**config.mk**
```make
export PLATFORM = sky130hd
export DESIGN_NAME = chain_trig_sync
export DESIGN_NICKNAME = d
export VERILOG_FILES = /design/src/hdl/chain_trig_pkg.sv /design/src/hdl/chain_trig_sync.sv
export SDC_FILE = /design/constraint.sdc
export NUM_CORES = 1
export LEC_CHECK = 0
export BUFFER_PORTS_ARGS = -buffer_cell sky130_fd_sc_hd__buf_4
export CAP_MARGIN = 15
export CORE_UTILIZATION = 40
export DETAILED_ROUTE_END_ITERATION = 8
export GPL_ROUTABILITY_DRIVEN = 0
export PLACE_DENSITY = 0.58
export SETUP_SLACK_MARGIN = 0.02
export SLEW_MARGIN = 15
export SYNTH_ARGS = -nofsm -noshare
export SYNTH_HDL_FRONTEND = slang
export SYNTH_SLANG_ARGS = --single-unit
```
**constraint.sdc**
```tcl
create_clock -name clk_sys -period 2.9 [get_ports clk_sys]
set_input_delay 0.145 -clock clk_sys [delete_from_list [all_inputs] [get_ports clk_sys]]
set_output_delay 0.145 -clock clk_sys [all_outputs]
set_load 0.005 [all_outputs]
```
**src/hdl/chain_trig_pkg.sv**
```systemverilog
package chain_trig_pkg;

  // ==========================================================================
  // Timing of the reference grid and the re-arm interval
  // ==========================================================================
  localparam int unsigned CLK_PERIOD_NS = 8;
  localparam int unsigned REF_PERIOD_NS = 100;
  // The grid period rounds down so a tick never comes later than the reference.
  localparam int unsigned REF_PERIOD_CYC = REF_PERIOD_NS / CLK_PERIOD_NS;
  localparam int unsigned REARM_BASE_NS = 4000;
  localparam int unsigned REARM_PER_SAMPLE_NS = 1;

  // ==========================================================================
  // Pretrigger depth from chain position
  // ==========================================================================
  localparam int unsigned PRETRIG_BASE = 152;
  localparam int unsigned PRETRIG_STEP = 100;
  localparam int unsigned POS_WIDTH = 4;
  localparam int unsigned DEPTH_WIDTH = 12;
  localparam int unsigned CNT_WIDTH = 12;
  localparam int unsigned TIME_WIDTH = 32;
  localparam int unsigned REF_CNT_WIDTH = 4;

  // Channel sample threshold compared on the master's trigger channel.
  localparam int unsigned SAMPLE_WIDTH = 16;

  typedef enum {
    ST_IDLE,
    ST_RECORD,
    ST_REARM
  } acq_state_type;

  // Trigger report handed to readout with each record.
  typedef struct packed {
    logic valid;
    logic [TIME_WIDTH-1:0] stamp;
    logic [TIME_WIDTH-1:0] corrected;
  } trig_report_type;

endpackage

```
**src/hdl/chain_trig_sync.sv**
```systemverilog
`timescale 1ns/100ps
// Function
// - Every slave passes the incoming chain trigger on to the next unit through its chain output; the master drives it from its own trigger.
// - The master finds the system trigger by comparing one of its own sample channels.
// - A slave realigns each passing trigger to the 10 MHz grid, one 100 ns period per stage.
// - A slave keeps samples from before its own trigger so its record spans the true instant.
// - A slave at position P uses a pretrigger depth of 152 plus 100 times P samples.
// - After a record ends the unit refuses triggers for 4000 ns plus 1 ns per pretrigger sample.
// - A trigger seen during the re-arm interval is ignored and starts no record.
// - At readout each slave trigger time is corrected by the master trigger time.
module chain_trig_sync (
  input wire logic clk_sys,
  input wire logic rst,
  input wire logic is_master,
  input wire logic [chain_trig_pkg::POS_WIDTH-1:0] chain_pos,
  input wire logic [chain_trig_pkg::SAMPLE_WIDTH-1:0] trig_sample,
  input wire logic [chain_trig_pkg::SAMPLE_WIDTH-1:0] trig_level,
  input wire logic ref_clk_in,
  input wire logic chain_in,
  input wire logic [chain_trig_pkg::CNT_WIDTH-1:0] record_len,
  input wire logic [chain_trig_pkg::TIME_WIDTH-1:0] master_stamp,
  output logic chain_out,
  output logic record_start,
  output logic recording,
  output logic [chain_trig_pkg::DEPTH_WIDTH-1:0] pretrig_depth,
  output logic rearm_busy,
  output logic trig_dropped,
  output chain_trig_pkg::trig_report_type report
);
  import chain_trig_pkg::*;

  // ==========================================================================
  // State
  // ==========================================================================
  typedef struct packed {
    logic [1:0] chain_sync;
    logic [1:0] ref_sync;
    logic ref_prev;
    logic pending;
    logic chain_out;
    logic [REF_CNT_WIDTH-1:0] hold_cnt;
    logic sample_prev;
    acq_state_type state;
    logic [CNT_WIDTH-1:0] rec_cnt;
    logic [CNT_WIDTH:0] rearm_cnt;
    logic [DEPTH_WIDTH-1:0] depth;
    logic [TIME_WIDTH-1:0] now;
    logic record_start;
    logic recording;
    logic rearm_busy;
    logic trig_dropped;
    trig_report_type report;
  } state_type;

  state_type cur;
  state_type next_cur;

  // Reset value: idle, chain output low, nothing pending.
  localparam state_type RESET_STATE = '0;

  logic ref_tick;
  logic det_trig;
  logic above;
  logic [DEPTH_WIDTH-1:0] depth_calc;
  logic [CNT_WIDTH:0] rearm_len;

  // ==========================================================================
  // Derived values
  // ==========================================================================
  // Depth is fixed by position; the master carries no chain delay so it uses the base depth.
  always_comb begin
    if (is_master) begin
      depth_calc = DEPTH_WIDTH'(PRETRIG_BASE);
    end else begin
      depth_calc = DEPTH_WIDTH'(PRETRIG_BASE + PRETRIG_STEP * chain_pos);
    end
    // Re-arm in cycles, rounded up, since it is a least time.
    rearm_len = (CNT_WIDTH+1)'((REARM_BASE_NS + REARM_PER_SAMPLE_NS * cur.depth
                 + CLK_PERIOD_NS - 1) / CLK_PERIOD_NS);
    above = trig_sample >= trig_level;
    ref_tick = cur.ref_sync[1] & ~cur.ref_prev;
  end

  // ==========================================================================
  // Next-state logic
  // ==========================================================================
  // Apart from the shift into the second stage, only the second synchroniser stage and later flops are read by any logic.
  always_comb begin
    next_cur = cur;
    next_cur.chain_sync = {cur.chain_sync[0], chain_in};
    next_cur.ref_sync = {cur.ref_sync[0], ref_clk_in};
    next_cur.ref_prev = cur.ref_sync[1];
    next_cur.sample_prev = above;
    next_cur.depth = depth_calc;
    next_cur.now = cur.now + 32'h0000_0001;
    next_cur.record_start = 1'b0;
    next_cur.trig_dropped = 1'b0;
    det_trig = 1'b0;

    if (is_master) begin
      // Rising crossing on the sampled channel is the system trigger.
      det_trig = above & ~cur.sample_prev;
      next_cur.chain_out = det_trig | (above & cur.chain_out);
    end else begin
      // Catch the chain input, launch it on the next grid edge and hold it REF_PERIOD_CYC + 1 cycles (13 cycles, 104 ns).
      if (cur.chain_sync[1] & ~cur.pending & ~cur.chain_out) begin
        next_cur.pending = 1'b1;
      end
      if (ref_tick & cur.pending) begin
        next_cur.pending = 1'b0;
        next_cur.chain_out = 1'b1;
        next_cur.hold_cnt = REF_CNT_WIDTH'(REF_PERIOD_CYC);
        det_trig = 1'b1;
      end else if (cur.hold_cnt != '0) begin
        next_cur.hold_cnt = cur.hold_cnt - 4'h1;
      end else begin
        next_cur.chain_out = 1'b0;
      end
    end

    // Acquisition and re-arm sequence.
    case (cur.state)
      ST_IDLE: begin
        if (det_trig) begin
          next_cur.state = ST_RECORD;
          next_cur.record_start = 1'b1;
          next_cur.recording = 1'b1;
          next_cur.rec_cnt = record_len;
          next_cur.report.valid = 1'b1;
          // Stamp is backed off by the pretrigger depth so it names the true instant.
          next_cur.report.stamp = cur.now - TIME_WIDTH'(cur.depth);
          next_cur.report.corrected = cur.now - master_stamp;
        end
      end
      ST_RECORD: begin
        if (cur.rec_cnt <= 12'h001) begin
          next_cur.state = ST_REARM;
          next_cur.recording = 1'b0;
          next_cur.rearm_busy = 1'b1;
          next_cur.rearm_cnt = rearm_len;
        end else begin
          next_cur.rec_cnt = cur.rec_cnt - 12'h001;
        end
        next_cur.trig_dropped = det_trig;
      end
      ST_REARM: begin
        // Triggers here are counted as dropped and never remembered.
        next_cur.trig_dropped = det_trig;
        if (cur.rearm_cnt <= 13'h0001) begin
          next_cur.state = ST_IDLE;
          next_cur.rearm_busy = 1'b0;
        end else begin
          next_cur.rearm_cnt = cur.rearm_cnt - 13'h0001;
        end
      end
      default: begin
        next_cur.state = ST_IDLE;
      end
    endcase
  end

  // ==========================================================================
  // State register
  // ==========================================================================
  always_ff @(posedge clk_sys) begin
    if (rst) begin
      cur <= RESET_STATE;
    end else begin
      cur <= next_cur;
    end
  end

  // Outputs come straight from the state flops.
  assign chain_out = cur.chain_out;
  assign record_start = cur.record_start;
  assign recording = cur.recording;
  assign pretrig_depth = cur.depth;
  assign rearm_busy = cur.rearm_busy;
  assign trig_dropped = cur.trig_dropped;
  assign report = cur.report;

endmodule // chain_trig_sync

```
==> out/qor.csv <==
metric;value;unit
commonest non-fill, non-tap cell in the layout;buf_4;
CORE AREA;24500;um2
Num CTS Buffers;17;
NetSw;2.77;mW
leakage;5.32;nW
Ports;167;
crit path buf inv count;0;
worst slack at placement;-0.0411;ns
via/cell ratio;5.10;
Max Buffers Root-to-Sink;2;
Final setup viols;0;
TritonCTS clock tree;done;
Final Hold Fails;0;
post-layout power;7.86;mW
DR iter-0 viols;487;
critical path launch point;cur[84];
setup TNS;0;ns
DRC;0;
crit end category;flop;
row cnt;57;
Final min period;2.65;ns
CTS root buf;clkbuf_16;
worst-path fanout max;5;
pin count of the biggest net entering global routing;140;
met3 Usage GRT;4.21;%
Slowest cell on crit path;a211oi_1;
Total Wirelength;25700;um
Starting Density;41.0;%
FF-to-FF Start;cur[84];
clock share of power;29.1;%
# nets final;1582;
RSZ-0062 raised after global routing;false;
number of synthesized flops with an enable pin;0;
number of global-route vias before repair;8274;
Antenna Cells;0;
Crit Path Category;flop to flop;
H-tree Lvls;4;
Final period util;91.4;%
worst slew pin tran;0.724;ns
mapped cell area;10100;um2
die height;161;um
top cells by area, synth;dfxtp_1 (30%), ha_1 (9.7%), buf_4 (5.9%);
filler cell count;2448;
worst clock skew;0.0196;ns
Vias;8939;
Worst Path Required;3.22;ns
dominant cell type by area after synthesis;dfxtp_1;
gr ovfl total;0;
crit-path cells;ha_1, a21oi_1, o21ai_1, a211oi_1, nor2_1, a311o_1, nor2b_1, o21ai_0, o311ai_1;
Worst Setup Start Kind;flop;
CTS clock-pin slew for the worst setup and hold paths;0.07;ns
Reg power frac;33.2;%
first drt pass iteration count;5;
DP HPWL;19400;um
Netlist cell types;70;
CP top delay family;compound AO/OA/AOI/OAI gates;
most used routing layer;met2;
clock latency on the worst-skew pair;0.43;ns
routed len/inst;14.7;um
layout cells sized above 1;18.6;%
internal power;5.08;mW
first-pass GRT wire length;41800;um
register area share after synthesis;29.8;%
area grow syn2layout;19.5;%
r2r endpoint;report[30];
Final Max Slew Viols;0;
status;complete, no violations;
top cell type's share of synthesized area;29.8;%
power share of the combinational group;37.8;%
CP endpoint;report[30];
GRT Util Overall;20.1;%
Hold Path Class;input pin to flop;
Die Span X;161;um
worst relative slew slack;51.7;%
R2R Setup Slk;0.25;ns
pwr dens;653;nW/um2
initial antenna violation count;0;
grt met2 use;31.3;%
synthesized area per cell;7.72;um2
Post-DRT Antenna Nets;0;
met1 usage;28.5;%
most frequent cells in the layout;buf_4 (209), dfxtp_1 (149), nand2_1 (137), nor2_1 (126), a21oi_1 (105);
die area;25800;um2
Syn Inst Count;1305;
Port-buffer cells;164;
number of cells on the critical path;9;
arrival time at the worst endpoint;2.98;ns
count of state elements after synthesis;150;
sw frac;35.3;%
ys async rst share;0;%
cells on worst reg2reg path;9;
Worst Setup Slack, final;0.249;ns
max capacitance violation total;0;
fmax;377;MHz
clk sinks;150;
worst vdd ir;0.422;mV
Main synth FF type;dfxtp_1;
Ys Warns;0;
Slowest Stage Delay on Critical Path;0.37;ns
[flip-flops by register name (all words and copies together) (netlist names)]
register       count
trig_dropped       1
recording          1
rearm_busy         1
record_start       1
chain_out          1
report            65
pretrig_depth     10
cur               70
[cell usage after synthesis, types with 4 or more instances]
| library cell | n |
|---|---|
| a211oi_1 | 30 |
| a21o_1 | 5 |
| a21oi_1 | 105 |
| a22oi_1 | 8 |
| a31oi_1 | 12 |
| and2_1 | 8 |
| and3_1 | 14 |
| and4_1 | 7 |
| buf_2 | 15 |
| buf_4 | 79 |
| clkbuf_1 | 35 |
| dfxtp_1 | 150 |
| ha_1 | 78 |
| inv_1 | 99 |
| mux2i_1 | 4 |
| nand2_1 | 137 |
| nand2b_1 | 19 |
| nand3_1 | 27 |
| nand3b_1 | 6 |
| nand4_1 | 9 |
| nor2_1 | 126 |
| nor2b_1 | 22 |
| nor3_1 | 34 |
| nor3b_1 | 6 |
| nor4_1 | 9 |
| o211ai_1 | 6 |
| o21a_1 | 9 |
| o21ai_0 | 58 |
| o21ai_1 | 6 |
| o22ai_1 | 5 |
| o31ai_1 | 4 |
| or2_2 | 4 |
| or3_1 | 22 |
| or4_1 | 6 |
| xnor2_1 | 51 |
| xor2_1 | 35 |
[worst min-delay path: cells and delay by family]
family / cells / cell delay (ns)
buffers and inverters: 1 / 0.08
AO/OA/AOI/OAI: 2 / 0.20
[per-stage QoR]
| stage | std cells | instance area (um2) | utilization [%] | hold WS [ns] |
|---|---|---|---|---|
| 2_1_floorplan | 1306 | 10100 | - | 0.237 |
| 3_3_place_gp | 1710 | 11300 | 46.1 | 0.356 |
| 3_5_place_dp | 1710 | 11300 | 46.1 | 0.365 |
| 4_1_cts | 1751 | 12000 | 48.9 | 0.0126 |
| 5_1_grt | 1753 | 12000 | 49.0 | 0.0156 |
| 6_report | 1753 | 12000 | 49.0 | 0.0285 |
[layer usage]
metal | share of wire (%) | up-vias
li1 | - | 4651
met2 | 45 | 175
met1 | 50 | 4102
met3 | 5.0 | 11
met4 | 0.68 | 0
met5 | 0 | -
[power by group through the flow]
stage | clock [mW] | combinational, mW | sequential [mW]
floorplan | 0 | 2.20 | 2.58
global placement | 0 | 2.91 | 2.64
detailed placement | 0 | 2.94 | 2.65
CTS | 2.32 | 2.97 | 2.61
global route | 2.42 | 3.34 | 2.65
finish | 2.28 | 2.97 | 2.61
[what timing repair did]
action | 4_1_cts | 5_1_grt
hold endpoints to repair | 9 | 0
resized for setup | 0 | 6
setup endpoints to repair | 0 | 16
buffers inserted | 0 | 2
hold buffers | 9 | 0
[cell families after synthesis]
family                     count (synthesis)  share of synthesized area, %
adders and majority gates                 81                          10.3
and+or+nand+nor                          465                          22.3
xor gates and xnor gates                  86                          7.48
AOI/OAI and AO/OA                        289                          18.0
DFF                                      150                          29.8
muxes                                      4                         0.398
other                                      1                        0.0372
buffers and inverters                    229                          11.7
[worst min-delay path by stage]
stage                         from               end  slack [ns]  depth (start not counted)
floorplan             chain_pos[1]  pretrig_depth[3]        0.24                          1
global placement          chain_in          cur[180]        0.36                          2
detailed placement      ref_clk_in          cur[178]        0.37                          2
CTS                 record_len[11]          cur[137]        0.01                          3
global route         record_len[6]          cur[132]        0.02                          3
finish               record_len[6]          cur[132]        0.03                          3
[cell type report]
| cell class | count | area, um2 | area share (%) |
|---|---|---|---|
| clock inverters | 12 | 143 | 1.19 |
| inverters | 99 | 372 | 3.09 |
| multi-input cells | 927 | 5920 | 49.2 |
| flip-flops and latches | 150 | 3000 | 25.0 |
| well taps | 324 | 405 | 3.37 |
| clock buffers | 20 | 467 | 3.88 |
| repair buffers | 221 | 1720 | 14.3 |
Power figures use the tool's default switching activity.
